File: src/hw/fcssr_defs.svh
`ifndef FCSSR_DEFS_SVH
`define FCSSR_DEFS_SVH

// ****************************************
// Timing
// ****************************************
`define FCSSR_CLK_NS        25
`define FCSSR_MS_NS         1000000
`define FCSSR_RST_MIN_CYC   4'd10
`define FCSSR_RST_HOLD      4'd10

// ****************************************
// Parallel bus addresses
// ****************************************
`define FCSSR_A_CMD_STAT    2'h0
`define FCSSR_A_PAR_RES     2'h1
`define FCSSR_A_RESET       2'h2

// ****************************************
// Opcodes and specify types
// ****************************************
`define FCSSR_OP_SPECIFY    6'h35
`define FCSSR_OP_SEEK       6'h29
`define FCSSR_OP_DRV_STAT   6'h2c
`define FCSSR_OP_RD_SPEC    6'h3d
`define FCSSR_OP_WR_SPEC    6'h3a
`define FCSSR_SPEC_INIT     8'h0d
`define FCSSR_SPEC_BAD0     8'h10
`define FCSSR_SPEC_BAD1     8'h18

// ****************************************
// Special register addresses
// ****************************************
`define FCSSR_SR_SCAN_SEC   8'h06
`define FCSSR_SR_S0_BT1     8'h10
`define FCSSR_SR_S0_BT2     8'h11
`define FCSSR_SR_S0_CUR     8'h12
`define FCSSR_SR_SCAN_LO    8'h13
`define FCSSR_SR_SCAN_HI    8'h14
`define FCSSR_SR_MODE       8'h17
`define FCSSR_SR_S1_BT1     8'h18
`define FCSSR_SR_S1_BT2     8'h19
`define FCSSR_SR_S1_CUR     8'h1a
`define FCSSR_SR_DRV_IN     8'h22
`define FCSSR_SR_DRV_OUT    8'h23

// ****************************************
// Field positions and values
// ****************************************
`define FCSSR_MODE_RST      8'hc0
`define FCSSR_MODE_SINGLE   1
`define FCSSR_MODE_NODMA    0
`define FCSSR_DI_TRK0       1
`define FCSSR_DI_RDY0       2
`define FCSSR_DI_WPROT      3
`define FCSSR_DI_INDEX      4
`define FCSSR_DI_FAULT      5
`define FCSSR_DI_RDY1       6
`define FCSSR_DO_STEP       1
`define FCSSR_DO_DIR        2
`define FCSSR_DO_HLOAD      3
`define FCSSR_DO_FRST       5
`define FCSSR_DO_SEL0       6
`define FCSSR_DO_SEL1       7
`define FCSSR_RES_GOOD      8'h00
`define FCSSR_RES_TRK0_NF   8'h14
`define FCSSR_MAX_STEPS     8'hff
`define FCSSR_IDX_FOREVER   4'hf

// ****************************************
// Host register offsets
// ****************************************
`define FCSSR_H_CMD         5'h00
`define FCSSR_H_PARAM       5'h04
`define FCSSR_H_SWRST       5'h08
`define FCSSR_H_STATUS      5'h0c
`define FCSSR_H_RESULT      5'h10
`define FCSSR_H_PINRST      5'h14

`endif

File: src/hw/fcssr_pkg.sv
package fcssr_pkg;

  typedef enum logic [6:0] {
    DS_IDLE   = 7'b0000001,
    DS_PARAM  = 7'b0000010,
    DS_EXEC   = 7'b0000100,
    DS_STEP   = 7'b0001000,
    DS_STEPW  = 7'b0010000,
    DS_SETTLE = 7'b0100000,
    DS_HLOAD  = 7'b1000000
  } fcssr_dstate_t;

  typedef enum logic [4:0] {
    HS_IDLE   = 5'b00001,
    HS_STROBE = 5'b00010,
    HS_WAIT   = 5'b00100,
    HS_ANSWER = 5'b01000,
    HS_RHOLD  = 5'b10000
  } fcssr_hstate_t;

  typedef struct packed {
    fcssr_dstate_t   st;
    logic [5:0]      opc;
    logic [1:0]      sel;
    logic [2:0]      pidx;
    logic [3:0][7:0] prm;
    logic            busy;
    logic            cmd_full;
    logic            par_full;
    logic            res_full;
    logic            intr;
    logic [7:0]      result;
    logic [7:0]      dout;
    logic [7:0]      step_rate;
    logic [7:0]      settle;
    logic [7:0]      idx_hl;
    logic [7:0]      mode;
    logic [7:0]      scan_sec;
    logic [7:0]      scan_lo;
    logic [7:0]      scan_hi;
    logic [7:0]      s0_bt1;
    logic [7:0]      s0_bt2;
    logic [7:0]      s0_cur;
    logic [7:0]      s1_bt1;
    logic [7:0]      s1_bt2;
    logic [7:0]      s1_cur;
    logic [7:0]      outp;
    logic [1:0]      rdy_lat;
    logic            zero_seek;
    logic [7:0]      tgt;
    logic [7:0]      nsteps;
    logic [9:0]      wait_ms;
    logic [15:0]     tick_cnt;
    logic [3:0]      idx_cnt;
    logic            idx_prev;
    logic [3:0]      rst_cnt;
    logic            soft_rst;
  } fcssr_dev_t;

  typedef struct packed {
    fcssr_hstate_t st;
    logic          rd;
    logic          wr;
    logic [1:0]    a;
    logic [7:0]    wdata;
    logic          rst_pin;
    logic [31:0]   rdata;
    logic          wreq;
    logic [3:0]    cnt;
  } fcssr_host_t;

endpackage

File: src/hw/fcssr_bus_if.sv
`timescale 1ns/1ps
interface fcssr_bus_if;
  logic       rd;
  logic       wr;
  logic [1:0] a;
  logic [7:0] wdata;
  logic [7:0] rdata;
  logic       rst_pin;
  logic       int_req;

  modport device (input rd, wr, a, wdata, rst_pin, output rdata, int_req);
  modport host   (output rd, wr, a, wdata, rst_pin, input rdata, int_req);
endinterface

File: src/hw/fcssr_device.sv
`timescale 1ns/1ps
`include "fcssr_defs.svh"
module fcssr_device
  import fcssr_pkg::*;
#(
  parameter int MS_CYCLES = `FCSSR_MS_NS / `FCSSR_CLK_NS
) (
  input  wire logic       ref_clk,
  input  wire logic       srst,
  fcssr_bus_if.device     bus,
  input  wire logic [7:0] drv_in,
  input  wire logic       mini_size,
  output logic [7:0]      drv_out
);

  // ****************************************
  // Helpers
  // ****************************************
  function automatic logic [2:0] par_need(input logic [5:0] op);
    case (op)
      `FCSSR_OP_SPECIFY: par_need = 3'd4;
      `FCSSR_OP_SEEK:    par_need = 3'd1;
      `FCSSR_OP_RD_SPEC: par_need = 3'd1;
      `FCSSR_OP_WR_SPEC: par_need = 3'd2;
      default:           par_need = 3'd0;
    endcase
  endfunction

  function automatic logic [9:0] ms_scale(input logic [7:0] v, input logic mini);
    ms_scale = mini ? {1'b0, v, 1'b0} : {2'b00, v};
  endfunction

  // Logical track past each bad track at or below it
  function automatic logic [7:0] phys_track(input logic [7:0] l, input logic [7:0] b1, input logic [7:0] b2);
    logic [7:0] p;
    p = l;
    if (p >= b1) p = p + 8'h01;
    if (p >= b2) p = p + 8'h01;
    phys_track = p;
  endfunction

  // ****************************************
  // State
  // ****************************************
  fcssr_dev_t  r;
  fcssr_dev_t  n;
  logic [8:0]  sync_q;
  logic [7:0]  ri;
  logic        mini;
  logic        tick;
  logic        idx_rise;
  logic        in_reset;
  logic [7:0]  cur;
  logic [7:0]  newcur;
  logic        setcur;
  logic [7:0]  sp_rd;
  logic [7:0]  dstat;

  fcssr_sync #(.W(9)) u_sync (
    .ref_clk (ref_clk),
    .srst    (srst),
    .d       ({mini_size, drv_in}),
    .q       (sync_q)
  );

  assign ri   = sync_q[7:0];
  assign mini = sync_q[8];

  assign drv_out     = r.outp;
  assign bus.rdata   = r.dout;
  assign bus.int_req = r.intr;

  // ****************************************
  // Next state
  // ****************************************
  always_comb begin
    n        = r;
    newcur   = 8'h00;
    setcur   = 1'b0;
    tick     = (r.tick_cnt == 16'(MS_CYCLES - 1));
    idx_rise = ri[`FCSSR_DI_INDEX] & ~r.idx_prev;
    cur      = r.sel[1] ? r.s1_cur : r.s0_cur;
    dstat    = ri;
    dstat[`FCSSR_DI_RDY0] = r.rdy_lat[0];
    dstat[`FCSSR_DI_RDY1] = r.rdy_lat[1];
    case (r.prm[0])
      `FCSSR_SR_SCAN_SEC: sp_rd = r.scan_sec;
      `FCSSR_SR_S0_BT1:   sp_rd = r.s0_bt1;
      `FCSSR_SR_S0_BT2:   sp_rd = r.s0_bt2;
      `FCSSR_SR_S0_CUR:   sp_rd = r.s0_cur;
      `FCSSR_SR_SCAN_LO:  sp_rd = r.scan_lo;
      `FCSSR_SR_SCAN_HI:  sp_rd = r.scan_hi;
      `FCSSR_SR_MODE:     sp_rd = r.mode;
      `FCSSR_SR_S1_BT1:   sp_rd = r.s1_bt1;
      `FCSSR_SR_S1_BT2:   sp_rd = r.s1_bt2;
      `FCSSR_SR_S1_CUR:   sp_rd = r.s1_cur;
      `FCSSR_SR_DRV_IN:   sp_rd = ri;
      `FCSSR_SR_DRV_OUT:  sp_rd = r.outp;
      default:            sp_rd = 8'h00;
    endcase

    n.tick_cnt = tick ? 16'h0000 : r.tick_cnt + 16'h0001;
    n.idx_prev = ri[`FCSSR_DI_INDEX];
    n.cmd_full = 1'b0;
    n.par_full = 1'b0;
    n.rdy_lat  = r.rdy_lat & {ri[`FCSSR_DI_RDY1], ri[`FCSSR_DI_RDY0]};
    n.dout     = (bus.a == `FCSSR_A_CMD_STAT) ?
                 {r.busy, r.cmd_full, r.par_full, r.res_full, r.intr, 3'b000} : r.result;
    if (bus.rd && bus.a == `FCSSR_A_PAR_RES) begin
      n.res_full = 1'b0;
      n.intr     = 1'b0;
    end

    if (r.st == DS_IDLE && r.outp[`FCSSR_DO_HLOAD] && idx_rise && r.idx_hl[7:4] != `FCSSR_IDX_FOREVER) begin
      if (r.idx_cnt >= r.idx_hl[7:4]) begin
        n.outp[`FCSSR_DO_HLOAD] = 1'b0;
        n.idx_cnt = 4'h0;
      end else begin
        n.idx_cnt = r.idx_cnt + 4'h1;
      end
    end

    if (bus.wr && bus.a == `FCSSR_A_CMD_STAT && r.st == DS_IDLE) begin
      n.opc      = bus.wdata[5:0];
      n.sel      = bus.wdata[7:6];
      n.pidx     = 3'd0;
      n.busy     = 1'b1;
      n.cmd_full = 1'b1;
      n.idx_cnt  = 4'h0;
      n.st       = DS_PARAM;
    end

    case (r.st)
      DS_IDLE: begin
      end
      DS_PARAM: begin
        if (bus.wr && bus.a == `FCSSR_A_PAR_RES && r.pidx < par_need(r.opc)) begin
          n.prm[r.pidx[1:0]] = bus.wdata;
          n.pidx     = r.pidx + 3'd1;
          n.par_full = 1'b1;
        end else if (r.pidx >= par_need(r.opc)) begin
          n.st = DS_EXEC;
        end
      end
      DS_EXEC: begin
        n.st   = DS_IDLE;
        n.busy = 1'b0;
        case (r.opc)
          `FCSSR_OP_SPECIFY: begin
            case (r.prm[0])
              `FCSSR_SPEC_INIT: begin
                n.step_rate = r.prm[1];
                n.settle    = r.prm[2];
                n.idx_hl    = r.prm[3];
              end
              `FCSSR_SPEC_BAD0: begin
                n.s0_bt1 = r.prm[1];
                n.s0_bt2 = r.prm[2];
                n.s0_cur = r.prm[3];
              end
              `FCSSR_SPEC_BAD1: begin
                n.s1_bt1 = r.prm[1];
                n.s1_bt2 = r.prm[2];
                n.s1_cur = r.prm[3];
              end
              default: begin
              end
            endcase
          end
          `FCSSR_OP_SEEK: begin
            n.busy      = 1'b1;
            n.st        = DS_STEP;
            n.nsteps    = 8'h00;
            n.zero_seek = (r.prm[0] == 8'h00);
            n.tgt       = r.sel[1] ? phys_track(r.prm[0], r.s1_bt1, r.s1_bt2)
                                   : phys_track(r.prm[0], r.s0_bt1, r.s0_bt2);
            n.outp[`FCSSR_DO_SEL0] = r.sel[0];
            n.outp[`FCSSR_DO_SEL1] = r.sel[1];
          end
          `FCSSR_OP_DRV_STAT: begin
            n.result   = dstat;
            n.rdy_lat  = {ri[`FCSSR_DI_RDY1], ri[`FCSSR_DI_RDY0]};
            n.res_full = 1'b1;
            n.intr     = 1'b1;
          end
          `FCSSR_OP_RD_SPEC: begin
            n.result   = sp_rd;
            n.res_full = 1'b1;
            n.intr     = 1'b1;
          end
          `FCSSR_OP_WR_SPEC: begin
            case (r.prm[0])
              `FCSSR_SR_SCAN_SEC: n.scan_sec = r.prm[1];
              `FCSSR_SR_S0_BT1:   n.s0_bt1   = r.prm[1];
              `FCSSR_SR_S0_BT2:   n.s0_bt2   = r.prm[1];
              `FCSSR_SR_S0_CUR:   n.s0_cur   = r.prm[1];
              `FCSSR_SR_SCAN_LO:  n.scan_lo  = r.prm[1];
              `FCSSR_SR_SCAN_HI:  n.scan_hi  = r.prm[1];
              `FCSSR_SR_MODE:     n.mode     = r.prm[1];
              `FCSSR_SR_S1_BT1:   n.s1_bt1   = r.prm[1];
              `FCSSR_SR_S1_BT2:   n.s1_bt2   = r.prm[1];
              `FCSSR_SR_S1_CUR:   n.s1_cur   = r.prm[1];
              `FCSSR_SR_DRV_OUT: begin
                n.outp = r.prm[1];
                if (r.prm[1][`FCSSR_DO_HLOAD] && !r.outp[`FCSSR_DO_HLOAD]) begin
                  n.busy     = 1'b1;
                  n.st       = DS_HLOAD;
                  n.tick_cnt = 16'h0000;
                  n.wait_ms  = mini ? {3'b000, r.idx_hl[3:0], 3'b000} : {4'h0, r.idx_hl[3:0], 2'b00};
                end
              end
              default: begin
              end
            endcase
          end
          default: begin
          end
        endcase
      end
      DS_STEP: begin
        if (r.zero_seek) begin
          if (ri[`FCSSR_DI_TRK0]) begin
            setcur    = 1'b1;
            newcur    = 8'h00;
            n.st      = DS_SETTLE;
            n.wait_ms = ms_scale(r.settle, mini);
          end else if (r.nsteps == `FCSSR_MAX_STEPS) begin
            n.result   = `FCSSR_RES_TRK0_NF;
            n.res_full = 1'b1;
            n.intr     = 1'b1;
            n.busy     = 1'b0;
            n.st       = DS_IDLE;
          end else begin
            n.outp[`FCSSR_DO_DIR]  = 1'b0;
            n.outp[`FCSSR_DO_STEP] = 1'b1;
            n.nsteps  = r.nsteps + 8'h01;
            n.st      = DS_STEPW;
            n.wait_ms = ms_scale(r.step_rate, mini);
          end
        end else if (cur == r.tgt) begin
          n.st      = DS_SETTLE;
          n.wait_ms = ms_scale(r.settle, mini);
        end else begin
          setcur    = 1'b1;
          newcur    = (r.tgt > cur) ? cur + 8'h01 : cur - 8'h01;
          n.outp[`FCSSR_DO_DIR]  = (r.tgt > cur);
          n.outp[`FCSSR_DO_STEP] = 1'b1;
          n.st      = DS_STEPW;
          n.wait_ms = ms_scale(r.step_rate, mini);
        end
        n.tick_cnt = 16'h0000;
      end
      DS_STEPW: begin
        if (tick || r.wait_ms == 10'd0) n.outp[`FCSSR_DO_STEP] = 1'b0;
        if (r.wait_ms == 10'd0) n.st = DS_STEP;
        else if (tick) n.wait_ms = r.wait_ms - 10'd1;
      end
      DS_SETTLE: begin
        if (r.wait_ms == 10'd0) begin
          n.result   = `FCSSR_RES_GOOD;
          n.res_full = 1'b1;
          n.intr     = 1'b1;
          n.busy     = 1'b0;
          n.st       = DS_IDLE;
        end else if (tick) begin
          n.wait_ms = r.wait_ms - 10'd1;
        end
      end
      DS_HLOAD: begin
        if (r.wait_ms == 10'd0) begin
          n.busy = 1'b0;
          n.st   = DS_IDLE;
        end else if (tick) begin
          n.wait_ms = r.wait_ms - 10'd1;
        end
      end
      default: n.st = DS_IDLE;
    endcase

    if (setcur) begin
      if (r.sel[1] || r.mode[`FCSSR_MODE_SINGLE]) n.s1_cur = newcur;
      if (!r.sel[1] || r.mode[`FCSSR_MODE_SINGLE]) n.s0_cur = newcur;
    end

    // pin must stay high ten clocks
    n.rst_cnt = !bus.rst_pin ? 4'h0 : (r.rst_cnt >= `FCSSR_RST_MIN_CYC) ? r.rst_cnt : r.rst_cnt + 4'h1;
    if (bus.wr && bus.a == `FCSSR_A_RESET) n.soft_rst = bus.wdata[0];
    in_reset = (r.rst_cnt >= `FCSSR_RST_MIN_CYC) || r.soft_rst;
    if (in_reset) begin
      n          = '0;
      n.st       = DS_IDLE;
      n.mode     = `FCSSR_MODE_RST;
      n.rst_cnt  = (bus.rst_pin && r.rst_cnt >= `FCSSR_RST_MIN_CYC) ? r.rst_cnt : 4'h0;
      n.soft_rst = (bus.wr && bus.a == `FCSSR_A_RESET) ? bus.wdata[0] : r.soft_rst;
    end
  end

  // ****************************************
  // Registers
  // ****************************************
  always_ff @(posedge ref_clk) begin
    if (srst) begin
      r      <= '0;
      r.st   <= DS_IDLE;
      r.mode <= `FCSSR_MODE_RST;
    end else begin
      r <= n;
    end
  end

endmodule

File: src/hw/fcssr_sync.sv
`timescale 1ns/1ps
module fcssr_sync #(
  parameter int W = 9
) (
  input  wire logic         ref_clk,
  input  wire logic         srst,
  input  wire logic [W-1:0] d,
  output logic [W-1:0]      q
);
  logic [W-1:0] meta_r;

  always_ff @(posedge ref_clk) begin
    if (srst) begin
      meta_r <= '0;
      q      <= '0;
    end else begin
      meta_r <= d;
      q      <= meta_r;
    end
  end
endmodule

File: src/flat_wrapper.sv
// flat-port wrapper written by rule: the top's interface ports become plain ports
module fcssr_device_flat import fcssr_pkg::*;
#(
  parameter int MS_CYCLES = `FCSSR_MS_NS / `FCSSR_CLK_NS
)
  (ref_clk, srst, drv_in, mini_size, drv_out, bus_rd, bus_wr, bus_a, bus_wdata, bus_rst_pin, bus_rdata, bus_int_req);
  fcssr_bus_if bus_i ();
  input  wire logic ref_clk;
  input  wire logic srst;
  input  wire logic [7:0] drv_in;
  input  wire logic mini_size;
  output logic [7:0] drv_out;
  input wire logic [$bits(bus_i.rd)-1:0] bus_rd;
  input wire logic [$bits(bus_i.wr)-1:0] bus_wr;
  input wire logic [$bits(bus_i.a)-1:0] bus_a;
  input wire logic [$bits(bus_i.wdata)-1:0] bus_wdata;
  input wire logic [$bits(bus_i.rst_pin)-1:0] bus_rst_pin;
  output wire logic [$bits(bus_i.rdata)-1:0] bus_rdata;
  output wire logic [$bits(bus_i.int_req)-1:0] bus_int_req;
  assign bus_i.rd = bus_rd;
  assign bus_i.wr = bus_wr;
  assign bus_i.a = bus_a;
  assign bus_i.wdata = bus_wdata;
  assign bus_i.rst_pin = bus_rst_pin;
  assign bus_rdata = bus_i.rdata;
  assign bus_int_req = bus_i.int_req;
  fcssr_device #(.MS_CYCLES(MS_CYCLES)) u_core (.ref_clk(ref_clk), .srst(srst), .bus(bus_i), .drv_in(drv_in), .mini_size(mini_size), .drv_out(drv_out));
endmodule
File: config.mk
export PLATFORM = sky130hd
export DESIGN_NAME = fcssr_device_flat
export DESIGN_NICKNAME = d
export VERILOG_FILES = /design/src/hw/fcssr_pkg.sv /design/src/hw/fcssr_bus_if.sv /design/src/hw/fcssr_device.sv /design/src/hw/fcssr_sync.sv /design/src/flat_wrapper.sv
export VERILOG_INCLUDE_DIRS = /design/src /design/src/hw
export SDC_FILE = /design/constraint.sdc
export NUM_CORES = 1
export LEC_CHECK = 0
export BUFFER_PORTS_ARGS = -buffer_cell sky130_fd_sc_hd__clkbuf_2
export CORE_UTILIZATION = 60
export CTS_CLUSTER_SIZE = 28
export DETAILED_ROUTE_END_ITERATION = 8
export MAX_ROUTING_LAYER = met4
export PLACE_DENSITY = 0.74
export SYNTH_ARGS = -nofsm -noshare
export SYNTH_HDL_FRONTEND = slang
export SYNTH_SLANG_ARGS = --single-unit
File: constraint.sdc
create_clock -name ref_clk -period 10.34 [get_ports ref_clk]
set_input_delay 1.034 -clock ref_clk [delete_from_list [all_inputs] [get_ports ref_clk]]
set_output_delay 1.034 -clock ref_clk [all_outputs]
set_load 0.01 [all_outputs]
==> impl_table.tex <==
\begin{tabular}{lr}
\hline
Metric & Value \\
\hline
\multicolumn{2}{l}{\textbf{Timing}} \\
Tmin final & 4.77 ns \\
Endpoints failing hold & 0 \\
Final period util & 0.461 \\
Maximum operating frequency & 0.210 GHz \\
Number of pins with negative max-slew slack in the final report & 0 \\
Setup violators final & 0 \\
Worst setup margin & 5.57 ns \\
Worst-case hold slack & 0.434 ns \\
Transition time at the pin with the least slew margin & 1.11 ns \\
Relative slew margins & 0.258 \\
Sum of negative setup slack & 0 ns \\
Worst clock skew on the final layout & 0.0119 ns \\
Setup repair after global routing missed its margin & no \\
\multicolumn{2}{l}{\textbf{Final layout}} \\
Post-route core utilization & 0.670 \\
Area Growth Syn to Fin & 8.96\% \\
Area of combinational cells with multiple inputs & 8100 um2 \\
ANT cells & 0 \\
Final Non-Filler Cells & 1972 \\
Fraction of final layout cells sized beyond drive strength 1 & 0.0753 \\
Total Nets Final & 1760 \\
Fillcell total & 1894 \\
Sequential cell area & 5120 um2 \\
\multicolumn{2}{l}{\textbf{Clock tree}} \\
Buffers inserted by post-CTS timing repair & 0 \\
Buffer depth of the longest clock path & 3 \\
Post-cts resize count & 0 \\
Clock Latency Late Sink & 0.55 ns \\
Number of clock sinks & 256 \\
Number of CTS-inserted buffers & 28 \\
Total number of H-tree levels & 1 \\
Hold buffers post-CTS & 0 \\
Clock-pin slew reported for the worst setup and hold paths after clock tree synthesis & 0.06 ns \\
Clock tree from TritonCTS & yes \\
Root buf cell & sky130\_fd\_sc\_hd\_\_clkbuf\_16 \\
\multicolumn{2}{l}{\textbf{Setup path}} \\
Termination of the worst setup path & u\_core.r[48] \\
Kind of launch point of the worst setup path & flop \\
Number of cells on the critical path & 15 \\
CP cell instances & inv\_1 -> ha\_1 -> nand2b\_1 -> a2111oi\_1 -> o31a\_1 -> nor3\_1 -> or2\_2 -> ha\_1 -> a2111o\_1 -> a31oi\_1 -> a21oi\_1 -> o21ai\_0 -> a21oi\_1 -> o21ai\_0 -> a31oi\_1 \\
Req. time, crit path & 10.76 ns \\
Library cell contributing the largest single delay on the critical path & sky130\_fd\_sc\_hd\_\_a2111oi\_1 \\
End of the worst register-to-register path & u\_core.r[48] \\
Delay-heaviest family, CP & compound AO/OA/AOI/OAI gates \\
Path depth of the worst reg2reg path & 15 \\
Reg2reg setup slack & 5.57 ns \\
Crit path DAT & 5.18 ns \\
Maximum fanout encountered on the critical timing path & 11 \\
WP buf/inv & 1 \\
Delay contributed by the slowest stage of the critical path & 0.78 ns \\
Kind of critical path & reg -> reg \\
Crit. End Element & flop \\
\multicolumn{2}{l}{\textbf{Synth}} \\
Largest family of logic cells by synthesized area & simple AND/OR/NAND/NOR gates \\
Yosys top cell by area & sky130\_fd\_sc\_hd\_\_dfxtp\_1 \\
Leading register cell type out of synthesis & sky130\_fd\_sc\_hd\_\_dfxtp\_1 \\
Post-synthesis cell count & 1691 \\
Simple logic cell fraction of the synthesized area & 0.210 \\
Area share of fa/ha/maj cells after synthesis & 0.0633 \\
Fraction of the mapped netlist area in compound gates & 0.189 \\
Syn. warnings & 0 \\
Count of state elements after synthesis & 256 \\
Sequential-to-total area share from yosys stat & 0.367 \\
Number of synthesized flops with an enable pin & 0 \\
Post-Synth XOR/XNOR Area & 0.0370 \\
Leading cell type by number of instances after synthesis & sky130\_fd\_sc\_hd\_\_dfxtp\_1 \\
Cells taking the most area after synthesis & sky130\_fd\_sc\_hd\_\_dfxtp\_1 (37\%), sky130\_fd\_sc\_hd\_\_mux2i\_1 (7.6\%), sky130\_fd\_sc\_hd\_\_ha\_1 (6.2\%), sky130\_fd\_sc\_hd\_\_nor2\_1 (5.6\%), sky130\_fd\_sc\_hd\_\_nand2\_1 (4.8\%) \\
Top post-synthesis cells by count & sky130\_fd\_sc\_hd\_\_dfxtp\_1 (256), sky130\_fd\_sc\_hd\_\_nor2\_1 (209), sky130\_fd\_sc\_hd\_\_nand2\_1 (179) \\
Post-synthesis cell type count & 80 \\
Yosys top cell area share & 0.367 \\
Syn avg cell area & 8.26 um2 \\
Syn nets & 1785 \\
Mux share of post-synthesis cell area & 0.0792 \\
Netlist Area Pre-Place & 14000 um2 \\
Async SR Flop Fraction & 0 \\
\multicolumn{2}{l}{\textbf{GRT}} \\
Number of antenna violations at the first check in global routing & 1 \\
Layer carrying the most global-route usage & met2 \\
Via count of the first global-routing pass & 11900 \\
Met1 demand-to-capacity share in global routing & 0.503 \\
Maximum number of pins on one net before global-route repair & 72 \\
Met2 GRT Util & 0.564 \\
Grt met3 use & 0.0832 \\
Global-route wire length before repair & 68900 um \\
Final global-route overflow total & 0 \\
Total track usage & 0.383 \\
\multicolumn{2}{l}{\textbf{Placed design}} \\
Placement Setup Slack & 5.72 ns \\
Count of input and output buffers & 40 \\
GP Congestion & 0.999 \\
Final HPWL from detailed placement & 32000 um \\
Placed insts & 1921 \\
\multicolumn{2}{l}{\textbf{Floorplanning}} \\
Horizontal die dimension & 155 um \\
IO Pins & 41 \\
Core Area & 22700 um2 \\
Row count & 55 \\
Height of the chip & 155 um \\
Starting utilization of the core area & 0.615 \\
Area of the die & 23900 um2 \\
\multicolumn{2}{l}{\textbf{Route}} \\
Total via count after detailed routing & 13000 \\
Per-cell via count in the routed design & 6.58 \\
First-pass DRT Iterations & 8 \\
Wire length after detailed routing & 44500 um \\
Count of unresolved DRC violations after routing & 0 \\
Antenna Nets Post-Route & 0 \\
Detailed-route wire length per cell & 22.5 um \\
Initial drt markers & 1438 \\
\multicolumn{2}{l}{\textbf{Flow run}} \\
Maximum Capacitance Violations & 0 \\
\multicolumn{2}{l}{\textbf{Run status}} \\
Result of the run & finished, final reports clean \\
\multicolumn{2}{l}{\textbf{Power}} \\
Leakage component of the power & 5.70 nW \\
Ratio of total power to cell area & 146 nW/um2 \\
Largest voltage drop on the vdd net & 0.000133 V \\
\multicolumn{2}{l}{\textbf{Hold path}} \\
Hold path depth & 1 \\
Worst min-delay path class & reg -> reg \\
\hline
\end{tabular}
power breakdown:
group | leakage (nW) | internal (W) | switching (W) | total (W)
combinational | 3.12 | 0.0000202 | 0.0000530 | 0.0000732
clock | 0.519 | 0.000730 | 0.000412 | 0.00114
sequential | 2.07 | 0.000995 | 0.00000997 | 0.00101
total | 5.70 | 0.00175 | 0.000475 | 0.00222
layer usage:
layer	vias up	routed length, um	part of all wire
li1	5977	-	-
met2	742	19100	0.43
met4	0	2120	0.048
met3	143	4970	0.11
met1	6114	18300	0.41
met5	-	0	0
cell type report:
cell class	instances	area share
tap	285	0.0234
timing repair buffer	57	0.0215
clock buffer	35	0.0511
inverter	66	0.0163
clock inverter	16	0.0187
sequential	256	0.337
multi-input combinational	1257	0.532
worst register-to-register path, delay by kind of cell, from the launching register on:
kind	cells	cell delay, ns
DFF	1	0.56
adders and majority gates	2	0.65
AOI/OAI and AO/OA	9	2.56
buffers and inverters	1	0.27
and+or+nand+nor	3	0.60
metrics by stage:
step	power [W]	cell area (um2)
global route	0.00227	15200
finish	0.00222	15200
detailed placement	0.00110	14200
global placement	0.00110	14200
floorplan	0.00107	14000
CTS	0.00223	15200
layout by cell type (no fill, tap or decap), types with 7 or more instances in the layout:
| master | Yosys | final |
|---|---|---|
| sky130_fd_sc_hd__a211oi_1 | 30 | 30 |
| sky130_fd_sc_hd__a21o_1 | 13 | 13 |
| sky130_fd_sc_hd__a21oi_1 | 122 | 122 |
| sky130_fd_sc_hd__a221oi_1 | 23 | 23 |
| sky130_fd_sc_hd__a222oi_1 | 9 | 9 |
| sky130_fd_sc_hd__a22o_1 | 9 | 9 |
| sky130_fd_sc_hd__a22oi_1 | 26 | 26 |
| sky130_fd_sc_hd__a31oi_1 | 16 | 16 |
| sky130_fd_sc_hd__and2_1 | 13 | 13 |
| sky130_fd_sc_hd__and3_1 | 23 | 23 |
| sky130_fd_sc_hd__buf_4 | 16 | 17 |
| sky130_fd_sc_hd__bufinv_16 | 0 | 8 |
| sky130_fd_sc_hd__clkbuf_16 | 0 | 29 |
| sky130_fd_sc_hd__clkbuf_2 | 0 | 40 |
| sky130_fd_sc_hd__dfxtp_1 | 256 | 256 |
| sky130_fd_sc_hd__ha_1 | 69 | 69 |
| sky130_fd_sc_hd__inv_1 | 66 | 66 |
| sky130_fd_sc_hd__mux2i_1 | 106 | 106 |
| sky130_fd_sc_hd__nand2_1 | 179 | 179 |
| sky130_fd_sc_hd__nand2b_1 | 15 | 15 |
| sky130_fd_sc_hd__nand3_1 | 39 | 39 |
| sky130_fd_sc_hd__nand4_1 | 21 | 21 |
| sky130_fd_sc_hd__nor2_1 | 209 | 209 |
| sky130_fd_sc_hd__nor2b_1 | 36 | 36 |
| sky130_fd_sc_hd__nor3_1 | 30 | 29 |
| sky130_fd_sc_hd__o211ai_1 | 7 | 7 |
| sky130_fd_sc_hd__o21a_1 | 8 | 8 |
| sky130_fd_sc_hd__o21ai_0 | 61 | 61 |
| sky130_fd_sc_hd__o22ai_1 | 12 | 12 |
| sky130_fd_sc_hd__o32ai_1 | 8 | 8 |
| sky130_fd_sc_hd__or3_1 | 10 | 9 |
| sky130_fd_sc_hd__xnor2_1 | 35 | 35 |
| sky130_fd_sc_hd__xor2_1 | 24 | 24 |
worst min path at each step:
stage                     slack (ns)            endpoint               startpoint
final                           0.43  u_core.u_sync.q[6]  u_core.u_sync.meta_r[6]
after floorplan                 0.41  u_core.u_sync.q[0]  u_core.u_sync.meta_r[0]
after CTS                       0.44  u_core.u_sync.q[6]  u_core.u_sync.meta_r[6]
after global placement          0.42  u_core.u_sync.q[7]  u_core.u_sync.meta_r[7]
after global routing            0.46  u_core.u_sync.q[5]  u_core.u_sync.meta_r[5]
after detailed placement        0.42  u_core.u_sync.q[6]  u_core.u_sync.meta_r[6]
kinds of logic after synthesis:
logic type / after synthesis
flip-flops: 256
buffers and inverters: 178
AND/OR/NAND/NOR: 621
multiplexers: 110
adder cells (fa/ha/maj): 70
AO/OA/AOI/OAI: 397
XOR/XNOR: 59
Power figures use the tool's default switching activity.
